`src/include/spcg_pkg.sv`:
```
// constants for the serial port control and gating block
package spcg_pkg;
   // register byte addresses
   localparam logic [7:0] ADDR_CTRL = 8'h00;
   localparam logic [7:0] ADDR_FMT = 8'h04;
   localparam logic [7:0] ADDR_FLAGS = 8'h08;
   localparam logic [7:0] ADDR_TXBUF = 8'h0c;
   localparam logic [7:0] ADDR_RXBUF = 8'h10;
   // reset values
   localparam logic [7:0] CTRL_RST = 8'h00;
   localparam logic [7:0] FMT_RST = 8'h00;
   localparam logic [7:0] FLAGS_RST = 8'h84;
   localparam logic [7:0] TXBUF_RST = 8'hff;
   localparam logic [7:0] RXBUF_RST = 8'h00;
   // control register fields
   localparam int CTL_TX_EMPTY_IRQ_EN = 7;
   localparam int CTL_RX_IRQ_EN = 6;
   localparam int CTL_TX_ENABLE = 5;
   localparam int CTL_RX_ENABLE = 4;
   localparam int CTL_MULTIPROC_FILTER_EN = 3;
   localparam int CTL_TX_DONE_IRQ_EN = 2;
   localparam int CTL_CLK_SRC_EXT_SEL = 1;
   localparam int CTL_CLK_PIN_OUT_SEL = 0;
   // frame format register fields
   localparam int FMT_SYNC_MODE = 7;
   localparam int FMT_MULTIPROC_FORMAT_SEL = 2;
   // flag register fields
   localparam int FLG_TX_BUF_EMPTY = 7;
   localparam int FLG_RX_FULL = 6;
   localparam int FLG_OVERRUN_ERR = 5;
   localparam int FLG_FRAMING_ERR = 4;
   localparam int FLG_PARITY_ERR = 3;
   localparam int FLG_TX_DONE = 2;
   localparam int FLG_MULTIPROC_BIT = 1;
   localparam int FLG_MULTIPROC_BIT_TX = 0;
   // flags that clear only by writing 0 after reading 1
   localparam logic [7:0] FLG_CLR_MASK = 8'hf8;
   // bus responses
   localparam logic [1:0] RESP_OKAY = 2'h0;
   localparam logic [1:0] RESP_DECERR = 2'h3;
   // default half period of the internal bit clock, in system clocks
   localparam int HALF_BIT_CYC = 4;
endpackage : spcg_pkg

```
`src/rtl/spcg_top.sv`:
```
// serial port control, flag gating, interrupt gating and clock pin role
// Functional notes
// - control register clears to zero on reset, standby or module stop
// - all control bits readable and writable at any time; writes are ignored while standby or module stop is asserted
// - tx-empty request while its enable and tx buffer empty flag set
// - tx-empty request drops on read-1-then-clear or enable clear
// - rx interrupt enable gates both rx-full and rx-error requests
// - rx requests drop on flag read-1-then-clear or enable clear
// - tx buffer empty flag held at one while tx disabled
// - transmission starts after buffer written and empty flag cleared
// - clearing rx enable leaves rx flags unchanged
// - rx begins on start bit (async), incoming clock (sync external clock) or tx go (sync internal clock)
// - multiprocessor filter only in async mode with multiproc format
// - filtered character with mp bit zero is dropped silently
// - mp bit one sets mp flag and clears filter enable
// - tx-done request gated by its enable; raised after last bit
// - tx-done request drops on flag clears or enable clear
// - clock pin output select honoured only in async internal clock
// - async internal: pin is port, or outputs bit-rate clock
// - external clock selected: pin is input clock
// - sync internal: pin drives the serial bit clock
// - format mode bit: zero async, one clocked synchronous
// - rx-full flag set when an error-free received character moves to rx buffer
//
// Local design decisions: register access over AXI4-Lite and the register addresses.
`timescale 1ns/1ps
`default_nettype none
module spcg_top
   import spcg_pkg::*;
#(
   parameter int HALF_BIT = spcg_pkg::HALF_BIT_CYC
)
(
   input wire logic I_REF_CLK,
   input wire logic I_RST_B,
   input wire logic I_STANDBY,
   input wire logic I_MODULE_STOP,
   // AXI4-Lite slave
   input wire logic [7:0] S_AXI_AWADDR,
   input wire logic S_AXI_AWVALID,
   output logic S_AXI_AWREADY,
   input wire logic [31:0] S_AXI_WDATA,
   input wire logic [3:0] S_AXI_WSTRB,
   input wire logic S_AXI_WVALID,
   output logic S_AXI_WREADY,
   output logic [1:0] S_AXI_BRESP,
   output logic S_AXI_BVALID,
   input wire logic S_AXI_BREADY,
   input wire logic [7:0] S_AXI_ARADDR,
   input wire logic S_AXI_ARVALID,
   output logic S_AXI_ARREADY,
   output logic [31:0] S_AXI_RDATA,
   output logic [1:0] S_AXI_RRESP,
   output logic S_AXI_RVALID,
   input wire logic S_AXI_RREADY,
   // shifter datapath events
   input wire logic I_TX_LOAD,
   input wire logic I_TX_LAST_BIT,
   input wire logic I_RX_DONE,
   input wire logic [7:0] I_RX_DATA,
   input wire logic I_RX_MPB,
   input wire logic I_RX_FRAME_ERR,
   input wire logic I_RX_PARITY_ERR,
   output logic O_TX_GO,
   output logic [7:0] O_TX_DATA,
   output logic O_RX_BEGIN,
   output logic O_EXT_CLK_EDGE,
   // pins
   input wire logic I_RXD,
   input wire logic I_SCK_I,
   output logic O_SCK_O,
   output logic O_SCK_OE,
   output logic O_SCK_GPIO,
   // interrupt requests
   output logic O_TX_EMPTY_IRQ,
   output logic O_RX_FULL_IRQ,
   output logic O_RX_ERR_IRQ,
   output logic O_TX_DONE_IRQ
);
   initial
   begin
      if (HALF_BIT < 1 || HALF_BIT > 65535)
      begin
         $error("HALF_BIT out of range");
      end
   end

   logic [7:0] ctrl_q;
   logic [7:0] ctrl_d;
   logic [7:0] fmt_q;
   logic [7:0] flags_q;
   logic [7:0] flags_d;
   logic [7:0] arm_q;
   logic [7:0] tx_buf_q;
   logic [7:0] rx_buf_q;
   logic mod_clr;
   assign mod_clr = I_STANDBY | I_MODULE_STOP;

   // ---------------- bus slave ----------------
   logic aw_have_q;
   logic w_have_q;
   logic [7:0] awaddr_q;
   logic [31:0] wdata_q;
   logic [3:0] wstrb_q;
   logic bvalid_q;
   logic [1:0] bresp_q;
   logic rvalid_q;
   logic [31:0] rdata_q;
   logic [1:0] rresp_q;

   logic aw_fire;
   logic w_fire;
   logic wr_fire;
   logic ar_fire;
   assign S_AXI_AWREADY = !aw_have_q && !bvalid_q;
   assign S_AXI_WREADY = !w_have_q && !bvalid_q;
   assign S_AXI_ARREADY = !rvalid_q;
   assign aw_fire = S_AXI_AWVALID && S_AXI_AWREADY;
   assign w_fire = S_AXI_WVALID && S_AXI_WREADY;
   assign wr_fire = aw_have_q && w_have_q && !bvalid_q;
   assign ar_fire = S_AXI_ARVALID && S_AXI_ARREADY;

   logic wr_ctrl;
   logic wr_fmt;
   logic wr_flags;
   logic wr_txbuf;
   logic wr_hit;
   logic wr_b0;
   logic [7:0] wbyte;
   assign wr_b0 = wr_fire && wstrb_q[0];
   assign wbyte = wdata_q[7:0];
   assign wr_ctrl = wr_b0 && (awaddr_q == ADDR_CTRL);
   assign wr_fmt = wr_b0 && (awaddr_q == ADDR_FMT);
   assign wr_flags = wr_b0 && (awaddr_q == ADDR_FLAGS);
   assign wr_txbuf = wr_b0 && (awaddr_q == ADDR_TXBUF);
   assign wr_hit = (awaddr_q == ADDR_CTRL) || (awaddr_q == ADDR_FMT) ||
      (awaddr_q == ADDR_FLAGS) || (awaddr_q == ADDR_TXBUF) ||
      (awaddr_q == ADDR_RXBUF);

   logic rd_hit;
   logic rd_flags;
   logic [7:0] rd_byte;
   assign rd_flags = ar_fire && (S_AXI_ARADDR == ADDR_FLAGS);
   assign rd_hit = (S_AXI_ARADDR == ADDR_CTRL) ||
      (S_AXI_ARADDR == ADDR_FMT) || (S_AXI_ARADDR == ADDR_FLAGS) ||
      (S_AXI_ARADDR == ADDR_TXBUF) || (S_AXI_ARADDR == ADDR_RXBUF);
   assign rd_byte =
      (S_AXI_ARADDR == ADDR_CTRL) ? ctrl_q :
      (S_AXI_ARADDR == ADDR_FMT) ? fmt_q :
      (S_AXI_ARADDR == ADDR_FLAGS) ? flags_q :
      (S_AXI_ARADDR == ADDR_TXBUF) ? tx_buf_q :
      (S_AXI_ARADDR == ADDR_RXBUF) ? rx_buf_q : 8'h00;

   always_ff @(posedge I_REF_CLK or negedge I_RST_B)
   begin
      if (!I_RST_B)
      begin
         aw_have_q <= 1'b0;
         awaddr_q <= 8'h00;
      end
      else if (aw_fire)
      begin
         aw_have_q <= 1'b1;
         awaddr_q <= S_AXI_AWADDR;
      end
      else if (wr_fire)
      begin
         aw_have_q <= 1'b0;
      end
   end

   always_ff @(posedge I_REF_CLK or negedge I_RST_B)
   begin
      if (!I_RST_B)
      begin
         w_have_q <= 1'b0;
         wdata_q <= 32'h0000_0000;
         wstrb_q <= 4'h0;
      end
      else if (w_fire)
      begin
         w_have_q <= 1'b1;
         wdata_q <= S_AXI_WDATA;
         wstrb_q <= S_AXI_WSTRB;
      end
      else if (wr_fire)
      begin
         w_have_q <= 1'b0;
      end
   end

   always_ff @(posedge I_REF_CLK or negedge I_RST_B)
   begin
      if (!I_RST_B)
      begin
         bvalid_q <= 1'b0;
         bresp_q <= RESP_OKAY;
      end
      else if (wr_fire)
      begin
         bvalid_q <= 1'b1;
         bresp_q <= wr_hit ? RESP_OKAY : RESP_DECERR;
      end
      else if (S_AXI_BREADY)
      begin
         bvalid_q <= 1'b0;
      end
   end

   always_ff @(posedge I_REF_CLK or negedge I_RST_B)
   begin
      if (!I_RST_B)
      begin
         rvalid_q <= 1'b0;
         rdata_q <= 32'h0000_0000;
         rresp_q <= RESP_OKAY;
      end
      else if (ar_fire)
      begin
         rvalid_q <= 1'b1;
         rdata_q <= {24'h00_0000, rd_byte};
         rresp_q <= rd_hit ? RESP_OKAY : RESP_DECERR;
      end
      else if (S_AXI_RREADY)
      begin
         rvalid_q <= 1'b0;
      end
   end

   assign S_AXI_BVALID = bvalid_q;
   assign S_AXI_BRESP = bresp_q;
   assign S_AXI_RVALID = rvalid_q;
   assign S_AXI_RDATA = rdata_q;
   assign S_AXI_RRESP = rresp_q;

   // ---------------- mode decode ----------------
   logic sync_mode;
   logic mp_fmt;
   logic ext_clk;
   logic tx_en;
   logic rx_en;
   logic mpf_active;
   assign sync_mode = fmt_q[FMT_SYNC_MODE];
   assign mp_fmt = fmt_q[FMT_MULTIPROC_FORMAT_SEL] && !sync_mode;
   assign ext_clk = ctrl_q[CTL_CLK_SRC_EXT_SEL];
   assign tx_en = ctrl_q[CTL_TX_ENABLE];
   assign rx_en = ctrl_q[CTL_RX_ENABLE];
   assign mpf_active = mp_fmt && ctrl_q[CTL_MULTIPROC_FILTER_EN];

   // ---------------- receive event handling ----------------
   logic rx_evt;
   logic rx_acc;
   logic rx_ovr;
   logic rx_fer;
   logic rx_per;
   logic rx_good;
   logic mp_wake;
   assign rx_evt = I_RX_DONE && rx_en;
   assign rx_acc = rx_evt && !(mpf_active && !I_RX_MPB);
   assign mp_wake = rx_evt && mpf_active && I_RX_MPB;
   assign rx_ovr = rx_acc && flags_q[FLG_RX_FULL];
   assign rx_fer = rx_acc && !rx_ovr && I_RX_FRAME_ERR && !sync_mode;
   assign rx_per = rx_acc && !rx_ovr && I_RX_PARITY_ERR && !sync_mode &&
      !mp_fmt;
   assign rx_good = rx_acc && !rx_ovr && !rx_fer && !rx_per;

   // ---------------- control register ----------------
   always_comb
   begin
      ctrl_d = ctrl_q;
      if (wr_ctrl)
      begin
         ctrl_d = wbyte;
      end
      if (mp_wake)
      begin
         ctrl_d[CTL_MULTIPROC_FILTER_EN] = 1'b0;
      end
   end

   always_ff @(posedge I_REF_CLK or negedge I_RST_B)
   begin
      if (!I_RST_B)
      begin
         ctrl_q <= CTRL_RST;
         fmt_q <= FMT_RST;
         tx_buf_q <= TXBUF_RST;
      end
      else if (mod_clr)
      begin
         ctrl_q <= CTRL_RST;
         fmt_q <= FMT_RST;
         tx_buf_q <= TXBUF_RST;
      end
      else
      begin
         ctrl_q <= ctrl_d;
         fmt_q <= wr_fmt ? wbyte : fmt_q;
         tx_buf_q <= wr_txbuf ? wbyte : tx_buf_q;
      end
   end

   // ---------------- status flags ----------------
   logic [7:0] sw_clr;
   logic [7:0] hw_set;
   logic [7:0] hw_clr;
   // clear only flags read as one beforehand and now written zero
   assign sw_clr = {8{wr_flags}} & ~wbyte & arm_q & FLG_CLR_MASK;

   assign hw_set[FLG_TX_BUF_EMPTY] = !tx_en || I_TX_LOAD;
   assign hw_set[FLG_RX_FULL] = rx_good;
   assign hw_set[FLG_OVERRUN_ERR] = rx_ovr;
   assign hw_set[FLG_FRAMING_ERR] = rx_fer;
   assign hw_set[FLG_PARITY_ERR] = rx_per;
   assign hw_set[FLG_TX_DONE] = I_TX_LAST_BIT &&
      flags_q[FLG_TX_BUF_EMPTY];
   assign hw_set[FLG_MULTIPROC_BIT] = rx_acc && mp_fmt && I_RX_MPB;
   assign hw_set[FLG_MULTIPROC_BIT_TX] = wr_flags && wbyte[0];

   assign hw_clr[7:3] = sw_clr[7:3];
   assign hw_clr[FLG_TX_DONE] = sw_clr[FLG_TX_BUF_EMPTY];
   assign hw_clr[FLG_MULTIPROC_BIT] = rx_acc && mp_fmt && !I_RX_MPB;
   assign hw_clr[FLG_MULTIPROC_BIT_TX] = wr_flags && !wbyte[0];

   // setting wins over a clear in the same cycle
   assign flags_d = (flags_q & ~hw_clr) | hw_set;

   always_ff @(posedge I_REF_CLK or negedge I_RST_B)
   begin
      if (!I_RST_B)
      begin
         flags_q <= FLAGS_RST;
         arm_q <= 8'h00;
      end
      else if (mod_clr)
      begin
         flags_q <= FLAGS_RST;
         arm_q <= 8'h00;
      end
      else
      begin
         flags_q <= flags_d;
         arm_q <= rd_flags ? (flags_q & FLG_CLR_MASK) :
            (wr_flags ? 8'h00 : arm_q);
      end
   end

   // rx buffer keeps its value when rx is disabled or on overrun
   always_ff @(posedge I_REF_CLK or negedge I_RST_B)
   begin
      if (!I_RST_B)
      begin
         rx_buf_q <= RXBUF_RST;
      end
      else if (mod_clr)
      begin
         rx_buf_q <= RXBUF_RST;
      end
      else if (rx_good || rx_fer || rx_per)
      begin
         rx_buf_q <= I_RX_DATA;
      end
   end

   // ---------------- datapath handshake ----------------
   assign O_TX_GO = tx_en && !flags_q[FLG_TX_BUF_EMPTY];
   assign O_TX_DATA = tx_buf_q;

   // ---------------- pin synchronisers ----------------
   logic [1:0] rxd_sync_q;
   logic [1:0] sck_sync_q;
   logic rxd_last_q;
   logic sck_last_q;
   always_ff @(posedge I_REF_CLK or negedge I_RST_B)
   begin
      if (!I_RST_B)
      begin
         // start at idle high so no false rising edge follows reset
         rxd_sync_q <= 2'h3;
         sck_sync_q <= 2'h3;
         rxd_last_q <= 1'b1;
         sck_last_q <= 1'b1;
      end
      else
      begin
         rxd_sync_q <= {rxd_sync_q[0], I_RXD};
         sck_sync_q <= {sck_sync_q[0], I_SCK_I};
         rxd_last_q <= rxd_sync_q[1];
         sck_last_q <= sck_sync_q[1];
      end
   end

   logic sck_rise;
   logic rxd_fall;
   logic rx_blocked;
   assign sck_rise = sck_sync_q[1] && !sck_last_q;
   assign rxd_fall = !rxd_sync_q[1] && rxd_last_q;
   // overrun and framing errors stop further reception until cleared
   assign rx_blocked = flags_q[FLG_OVERRUN_ERR] ||
      flags_q[FLG_FRAMING_ERR];
   assign O_EXT_CLK_EDGE = ext_clk && sck_rise;

   logic rx_begin_q;
   logic rx_begin_d;
   assign rx_begin_d = rx_en && !rx_blocked &&
      (sync_mode ? (ext_clk ? sck_rise : O_TX_GO) : rxd_fall);
   always_ff @(posedge I_REF_CLK or negedge I_RST_B)
   begin
      if (!I_RST_B)
      begin
         rx_begin_q <= 1'b0;
      end
      else
      begin
         rx_begin_q <= rx_begin_d;
      end
   end
   assign O_RX_BEGIN = rx_begin_q;

   // ---------------- internal bit clock and pin role ----------------
   logic [15:0] div_q;
   logic bit_clk_q;
   logic div_wrap;
   assign div_wrap = (div_q == 16'(HALF_BIT - 1));
   always_ff @(posedge I_REF_CLK or negedge I_RST_B)
   begin
      if (!I_RST_B)
      begin
         div_q <= 16'h0000;
         bit_clk_q <= 1'b1;
      end
      else if (div_wrap)
      begin
         div_q <= 16'h0000;
         bit_clk_q <= !bit_clk_q;
      end
      else
      begin
         div_q <= div_q + 16'h0001;
      end
   end

   logic pin_drive;
   logic pin_gpio;
   // out select only matters in async mode with internal clock
   assign pin_drive = !ext_clk &&
      (sync_mode || ctrl_q[CTL_CLK_PIN_OUT_SEL]);
   assign pin_gpio = !ext_clk && !sync_mode &&
      !ctrl_q[CTL_CLK_PIN_OUT_SEL];

   logic sck_o_q;
   logic sck_oe_q;
   logic sck_gpio_q;
   always_ff @(posedge I_REF_CLK or negedge I_RST_B)
   begin
      if (!I_RST_B)
      begin
         sck_o_q <= 1'b1;
         sck_oe_q <= 1'b0;
         sck_gpio_q <= 1'b1;
      end
      else
      begin
         sck_o_q <= bit_clk_q;
         sck_oe_q <= pin_drive;
         sck_gpio_q <= pin_gpio;
      end
   end
   assign O_SCK_O = sck_o_q;
   assign O_SCK_OE = sck_oe_q;
   assign O_SCK_GPIO = sck_gpio_q;

   // ---------------- interrupt request gating ----------------
   assign O_TX_EMPTY_IRQ = ctrl_q[CTL_TX_EMPTY_IRQ_EN] &&
      flags_q[FLG_TX_BUF_EMPTY];
   assign O_RX_FULL_IRQ = ctrl_q[CTL_RX_IRQ_EN] &&
      flags_q[FLG_RX_FULL];
   assign O_RX_ERR_IRQ = ctrl_q[CTL_RX_IRQ_EN] &&
      (flags_q[FLG_OVERRUN_ERR] || flags_q[FLG_FRAMING_ERR] ||
      flags_q[FLG_PARITY_ERR]);
   assign O_TX_DONE_IRQ = ctrl_q[CTL_TX_DONE_IRQ_EN] &&
      flags_q[FLG_TX_DONE];
endmodule : spcg_top
`default_nettype wire

```
`config.mk`:
```
export PLATFORM = sky130hd
export DESIGN_NAME = spcg_top
export DESIGN_NICKNAME = d
export VERILOG_FILES = /design/src/include/spcg_pkg.sv /design/src/rtl/spcg_top.sv
export SDC_FILE = /design/constraint.sdc
export NUM_CORES = 1
export LEC_CHECK = 0
export ABC_AREA = 1
export BUFFER_PORTS_ARGS = -buffer_cell sky130_fd_sc_hd__buf_4
export CORE_MARGIN = 2
export CORE_UTILIZATION = 25
export CTS_BUF_LIST = sky130_fd_sc_hd__clkbuf_16
export DETAILED_ROUTE_END_ITERATION = 7
export GPL_TIMING_DRIVEN = 0
export PLACE_DENSITY = 0.48
export SYNTH_ARGS = -nofsm -noshare
export SYNTH_HDL_FRONTEND = slang
export SYNTH_SLANG_ARGS = --single-unit
```
`constraint.sdc`:
```
create_clock -name I_REF_CLK -period 1.5 [get_ports I_REF_CLK]
set_input_delay 0.225 -clock I_REF_CLK [delete_from_list [all_inputs] [get_ports I_REF_CLK]]
set_output_delay 0.225 -clock I_REF_CLK [all_outputs]
set_load 0.02 [all_outputs]
```
==> metrics.txt, run 1 <==
number of remaining DRC errors 0; PortBufs 84; status completed; CORE AREA 20230 sq um; RSZ-0062 raised after global routing true; Final WS setup 0.04215 ns; layout overhead on the synthesized area 34.19%; cell area after synthesis 5141 sq um; vias in the first global route 4102; reg2reg setup slack 0.06 ns; CTS H-tree lvls 3; largest net degree at the start of global routing 104; Hold Path Depth 2; Int Pwr 5086 uW; Data required, critical path ~1.3 ns; type of the most critical hold path in2reg; Pleak 0.003398 uW; Crit. End Element output pin; CP startpoint kind flip-flop; final hold viol count 0; pre-CTS setup slack -0.1962 ns; CTS buffer count 9; detailed-placement wirelength estimate 10520 um; worst hold margin 0.05662 ns; # IOs 136; Clk Tree Root Cell clkbuf_16; Synth area leader dfrtp_1; Starting Density 25.41%; WS Path Type reg2out; Main synth FF type dfrtp_1; Synth top area share 40.89%; Worst-Margin Slew 0.5835 ns; leading cell type by number of instances after synthesis nand2_1; crit path max fanout 4; Avg Cell Area, Syn 8.554 sq um; min cycle time layout ~1.5 ns; Clk network pwr share 31.3%; grt ovf 0; asr flop ratio synth 100.0%; Netlist cell types 37; power share of the combinational group 24.1%; row count 52; setup violators final 0; period utilisation layout 97.19%; initial antenna violation count 0; Critical Path Sink S_AXI_WREADY; global-route wire length before repair 22800 um; Placer Congestion 0.8136; fin. max-slew vios 0; layout net count approximately 820; die height 147.4 um; P per Cell Area 1084 nW/um^2; top cells by area, synth dfrtp_1 41%, dfstp_2 9.7%, nand3_1 9.0%, nand2_1 8.2%, inv_1 5.1%; Fmax achieved 685.9 MHz; routed wl met3 ~830 um; NetSw 2394 uW; sequential share of power 44.6%; number of diodes 0; critical path data arrival time between 1 and 1.5 ns; Synth top cells by count 112 x nand2_1, 92 x nand3_1, 84 x dfrtp_1; Mapped Cells about 600; share of cells above drive strength 1 31.50%; Routed Antenna Nets 0; drt first pass iters 4; R2R depth 7; GRT Total Usage 13.53%; Yosys reg bits 103; DP Cell Count around 1000; M1 WL 6847 um; yosys warns 0; Post-synth EDFFs 0; max-cap viol count 0; clk_skew 0.009179 ns; vias per cell 4.236; VDD IR-drop max 0.0009487 V; highest metal used met4; register area share after synthesis 50.60%; Max Root-Sink Buffers 2; final core utilization roughly 34%; DR WL/cell 14.13 um; # clock sinks 103; Setup crit start S_AXI_BVALID$_DFFE_PN0P_; metal2 WL 6481 um; Post-Layout Cell Count 1016; CTS tree built; CTS clk-pin slew, worst paths 0.07 ns; total number of vias ~4.3k; Clock Latency Late Sink 0.35 ns; chip width between 100 and 150 um; Reg2Reg Capture Point ctrl_q[7]$_DFFE_PN0P_; Total Wirelength around 14000 um; Switching Fraction 32.01%; Rel. slew slack 60.96%; DR iter-0 viols 203; reg2reg start S_AXI_BVALID$_DFFE_PN0P_; Die ar. 21730 sq um
## area by class of cell
cell class                 count  area, sq um
multi-input combinational    408         2252
sequential                   103         2608
clock buffer                   9        225.2
timing repair buffer         106        864.6
buffer                        40        269.0
fill                        2154        13340
tap                          270        337.8
inverter                      73        276.5
clock inverter                 7        66.31
## cell families (layout without fill, tap and decap cells)
group	after synthesis	count (layout)	share of synthesized area, %
xor+xnor	12	12	2.044
mux	3	3	0.6570
compound gates	63	63	7.423
buf+inv	113	235	10.46
other cells	1	24	0.07294
simple gates	305	305	28.50
fa+ha+maj	1	1	0.2433
flops	103	103	50.60
## worst min-delay path by stage
stage,from,to,slack [ns]
finish,S_AXI_RREADY,S_AXI_RVALID$_DFFE_PN0P_,0.06
global route,I_TX_LOAD,flags_q[7]$_DFF_PN1_,0.07
CTS,S_AXI_BREADY,S_AXI_BVALID$_DFFE_PN0P_,0.03
detailed placement,I_RXD,rxd_sync_q[0]$_DFF_PN1_,0.34
global placement,I_RXD,rxd_sync_q[0]$_DFF_PN1_,0.34
floorplan,I_RST_B,O_RX_BEGIN$_DFF_PN0_,-0.07
## power groups by stage
| stage | logic, uW | clock network [uW] | registers [uW] |
|---|---|---|---|
| after CTS | 1660 | 2440 | 3310 |
| after global routing | 2000 | 2530 | 3370 |
| final | 1800 | 2340 | 3330 |
| after floorplan | 919 | 0 | 3360 |
| after global placement | 1520 | 0 | 3350 |
| after detailed placement | 1540 | 0 | 3350 |
## state kept, by name (all words and copies together), names as in the netlist, 2 cells and up
name         count
O_TX_DATA        8
ctrl_q           8
div_q           16
S_AXI_RDATA      8
awaddr_q         8
arm_q            5
rx_buf_q         8
sck_sync_q       2
wdata_q          8
flags_q          8
fmt_q            8
rxd_sync_q       2
## metrics by stage
stage               TNS [ns]  instance area, sq um  power, uW
detailed placement    -3.230                  6198       4894
finish                     0                  6899       7480
floorplan                  0                  5230       4282
CTS                        0                  6661       7411
global placement      -2.897                  6198       4869
global route         -0.2562                  6899       7901
## routing by layer
layer  GRT usage [%]  up-vias
li1                -     2213
met2           20.70      113
met4           4.038        0
met3           2.994       15
met1           19.21     1963
met5               0        -
## layout by cell type, fill, tap and decap left out, drive strengths merged, types with 6 or more instances in the layout
cell and instances:
inv 74, o21ai 22, dfstp 19, dfrtp 84
a21oi 24, nor2 55, conb 24, xor2 10
nand4 16, o211ai 9, clkbuf 14, o31ai 6
buf 138, nand3 96, nand2 119, nor3 15
## what timing repair did
item,CTS,global route
setup buffers,8,10
hold endpoints to repair,2,7
pin swaps,4,6
setup endpoints to repair,31,45
hold buffers,2,1
cloned,0,0
resized for setup,17,31
## worst max-delay path: stages (launching register included)
cell and delay [ns]:
dfrtp_2 0.43, buf_4 0.15, nor2_2 0.14, buf_4 0.17
Power figures use the tool's default switching activity.
==> run 2: changes to the inputs <==
- ABC_AREA: 1 -> 0
- CORE_ASPECT_RATIO: unset -> 1.2
- PLACE_DENSITY: 0.48 -> 0.49
==> metrics.txt, run 2 <==
cell area after synthesis 4836 sq um (was 5141 sq um); Placer Congestion 0.8179 (was 0.8136); commonest non-fill, non-tap cell in the layout buf_4 (unchanged); RSZ-0062 raised after global routing true (unchanged); Worst-Margin Slew 0.7741 ns (was 0.5835 ns); initial antenna violation count 0 (unchanged); Int Pwr 5429 uW (was 5086 uW); fin. max-slew vios 0 (unchanged); vias per cell 4.373 (was 4.236); Rel. slew slack 48.12% (was 60.96%); number of remaining DRC errors 0 (unchanged); reg2reg start awaddr_q[2]$_DFFE_PN0P_ (was S_AXI_BVALID$_DFFE_PN0P_); chip width 131.0 um (was 147.4 um); setup violators final 37 (was 0); vias in the first global route 3735 (was 4102); Switching Fraction 28.92% (was 32.01%); Routed Antenna Nets 0 (unchanged); crit path max fanout 5 (was 4); DR WL/cell 15.64 um (was 14.13 um); total number of vias 3669 (was 4304); Reg2Reg Capture Point flags_q[7]$_DFF_PN1_ (was ctrl_q[7]$_DFFE_PN0P_); Fmax achieved 426.8 MHz (was 685.9 MHz); Setup crit start awaddr_q[2]$_DFFE_PN0P_ (was S_AXI_BVALID$_DFFE_PN0P_); Main synth FF type dfrtp_1 (unchanged); Synth area leader dfrtp_1 (unchanged); die height 156.4 um (was 147.4 um); CTS clk-pin slew, worst paths 0.07 ns (about the same); Die ar. 20480 sq um (was 21730 sq um); Cell Area, Placed 5899 sq um (was 6198 sq um); worst-path cell chain or4bb_1 -> or4_4 -> or3b_4 -> a2111o_1 (was buf_4 -> nor2_2 -> buf_4); P per Cell Area 1147 nW/um^2 (was 1084 nW/um^2); Pleak 0.002850 uW (was 0.003398 uW); Clock Latency Late Sink 0.36 ns (was 0.35 ns); sequential share of power 46.2% (was 44.6%); leading cell type by number of instances after synthesis dfrtp_1 (was nand2_1); max-cap viol count 0 (unchanged); Clk Tree Root Cell clkbuf_16 (unchanged); Max stage delay on crit path 0.57 ns (was 0.43 ns); VDD IR-drop max 0.0005154 V (was 0.0009487 V); row count 55 (was 52); failing checks negative setup slack; Max Root-Sink Buffers 2 (unchanged); power share of the combinational group 21.6% (was 24.1%); asr flop ratio synth 100.0% (unchanged); Synth top cells by count 84 x dfrtp_1, 35 x mux2i_1, 34 x nor2_1 (was 112 x nand2_1, 92 x nand3_1, 84 x dfrtp_1); Final WS setup -0.8433 ns (was 0.04215 ns); layout overhead on the synthesized area 37.65% (was 34.19%); period utilisation layout 156.2% (was 97.19%); family with the most delay on the worst path simple AND/OR/NAND/NOR gates (was flip-flops); CTS H-tree lvls 3 (unchanged); min cycle time layout 2.343 ns (was 1.458 ns); CP Depth 4 (was 3); largest net degree at the start of global routing 104 (unchanged); max reg flops 16 (unchanged); register area share after synthesis 53.79% (was 50.60%); share of cells above drive strength 1 38.42% (was 31.50%); setup_tns -19.33 ns (was 0 ns); top cells by area, synth dfrtp_1 43%, dfstp_2 10%, mux2i_1 7.2%, buf_4 4.0%, mux2_2 4.0% (was dfrtp_1 41%, dfstp_2 9.7%, nand3_1 9.0%, nand2_1 8.2%, inv_1 5.1%); most frequent cells in the layout 124 x buf_4, 80 x dfrtp_1, 35 x mux2i_1 (was 125 x buf_4, 107 x nand2_1, 88 x nand3_1); critical path data arrival time 2.61 ns (was 1.23 ns); clk_skew 0.01031 ns (was 0.009179 ns); Total Wirelength 13120 um (was 14360 um); yosys warns 0 (unchanged); Synth top area share 43.47% (was 40.89%); final instance area 6656 sq um (was 6899 sq um); # IOs 136 (unchanged); final core utilization 35.17% (was 34.10%); final hold viol count 0 (unchanged); global-route wire length before repair 19880 um (was 22800 um); CORE AREA 18920 sq um (was 20230 sq um); Buf/Inv on CP 0 (was 2); Yosys reg bits 103 (unchanged); Post-synth EDFFs 0 (unchanged); CTS buffer count 9 (unchanged); Mapped Cells 436 (was 601); Critical Path Sink flags_q[7]$_DFF_PN1_ (was S_AXI_WREADY); CP startpoint kind flip-flop (unchanged); Starting Density 25.55% (was 25.41%); number of diodes 0 (unchanged); GRT Total Usage 12.93% (was 13.53%); NetSw 2208 uW (was 2394 uW); # clock sinks 103 (unchanged); hold path startpoint S_AXI_RREADY (unchanged); drt first pass iters 6 (was 4); Biggest register div_q (unchanged); grt ovf 0 (unchanged); DR iter-0 viols 145 (was 203); CTS tree built (unchanged); Crit. End Element flip-flop (was output pin); detailed-placement wirelength estimate 9594 um (was 10520 um); pre-CTS setup slack -1.155 ns (was -0.1962 ns); WS Path Type reg2reg (was reg2out); layout net count 657 (was 819); Clk network pwr share 32.2% (was 31.3%); power consumption 7637 uW (was 7480 uW); Avg Cell Area, Syn 11.09 sq um (was 8.554 sq um); Netlist cell types 52 (was 37); Worst path slowest cell or4_4 (was dfrtp_2); Data required, critical path 1.77 ns (was 1.27 ns); status complete, but fails checks (was completed); type of the most critical hold path in2reg (unchanged); reg2reg setup slack -0.84 ns (was 0.06 ns); R2R depth 4 (was 7); Fill cells 1936 (was 2154); PortBufs 82 (was 84)
==> run 2: kinds of logic (layout without fill, tap and decap cells) <==
logic type                 Yosys count  in the layout  share of synthesized area [%]
and+or+nand+nor                    132            132                          15.45
DFF                                103            103                          53.79
AOI/OAI and AO/OA                   71             71                          9.444
buffers and inverters               61            185                          7.063
muxes                               52             52                          11.20
xor gates and xnor gates            15             15                          2.717
adders and majority gates            1              1                         0.2587
other                                1             24                        0.07755
==> run 2: power by group through the flow <==
stage | clock, uW | sequential (uW) | combinational [uW]
finish | 2460 | 3530 | 1650
floorplan | 0 | 3490 | 917
detailed placement | 0 | 3570 | 1450
CTS | 2530 | 3530 | 1590
global route | 2670 | 3590 | 1790
global placement | 0 | 3550 | 1410
==> run 2: worst min-delay path by stage <==
stage / endpoint / slack (ns) / cells past startpoint
after global routing: S_AXI_RVALID$_DFFE_PN0P_ / 0.06 / 2
after floorplan: O_RX_BEGIN$_DFF_PN0_ / -0.07 / 0
final: S_AXI_RVALID$_DFFE_PN0P_ / 0.05 / 2
after detailed placement: sck_sync_q[0]$_DFF_PN1_ / 0.34 / 1
after CTS: S_AXI_RVALID$_DFFE_PN0P_ / 0.04 / 2
after global placement: sck_sync_q[0]$_DFF_PN1_ / 0.34 / 1
==> run 2: stage by stage <==
stage / hold WS [ns] / std cells
detailed placement: 0.3363 / 797
global placement: 0.3371 / 797
floorplan: -0.07059 / 459
finish: 0.05287 / 839
CTS: 0.04442 / 829
global route: 0.06168 / 839
==> run 2: final cells by class <==
type	count	area [sq um]	share of cell area (%)
Buffer	43	277.8	4.173
Sequential cell	103	2606	39.15
Timing Repair Buffer	112	927.1	13.93
Inverter	15	56.30	0.8459
Multi-Input combinational cell	295	2167	32.56
Clock buffer	9	225.2	3.383
Clock inverter	6	76.32	1.147
Tap cell	256	320.3	4.812
==> run 2: per-layer routing <==
layer  GRT usage, %  up-vias  share of wire [%]
li1               -     1783                  -
met1          15.54     1775                 42
met2          22.03       94                 50
met3          3.009       17                5.6
met4          5.370        0                2.1
met5              0        -                  0
==> run 2: timing repair <==
item / in CTS / in global routing
gates cloned: 0 / 0
pin swaps: 8 / 6
setup endpoints to repair: 64 / 67
setup buffers: 17 / 12
gates resized for setup: 20 / 37
hold buffers: 2 / 1
endpoints found under the hold margin: 2 / 20
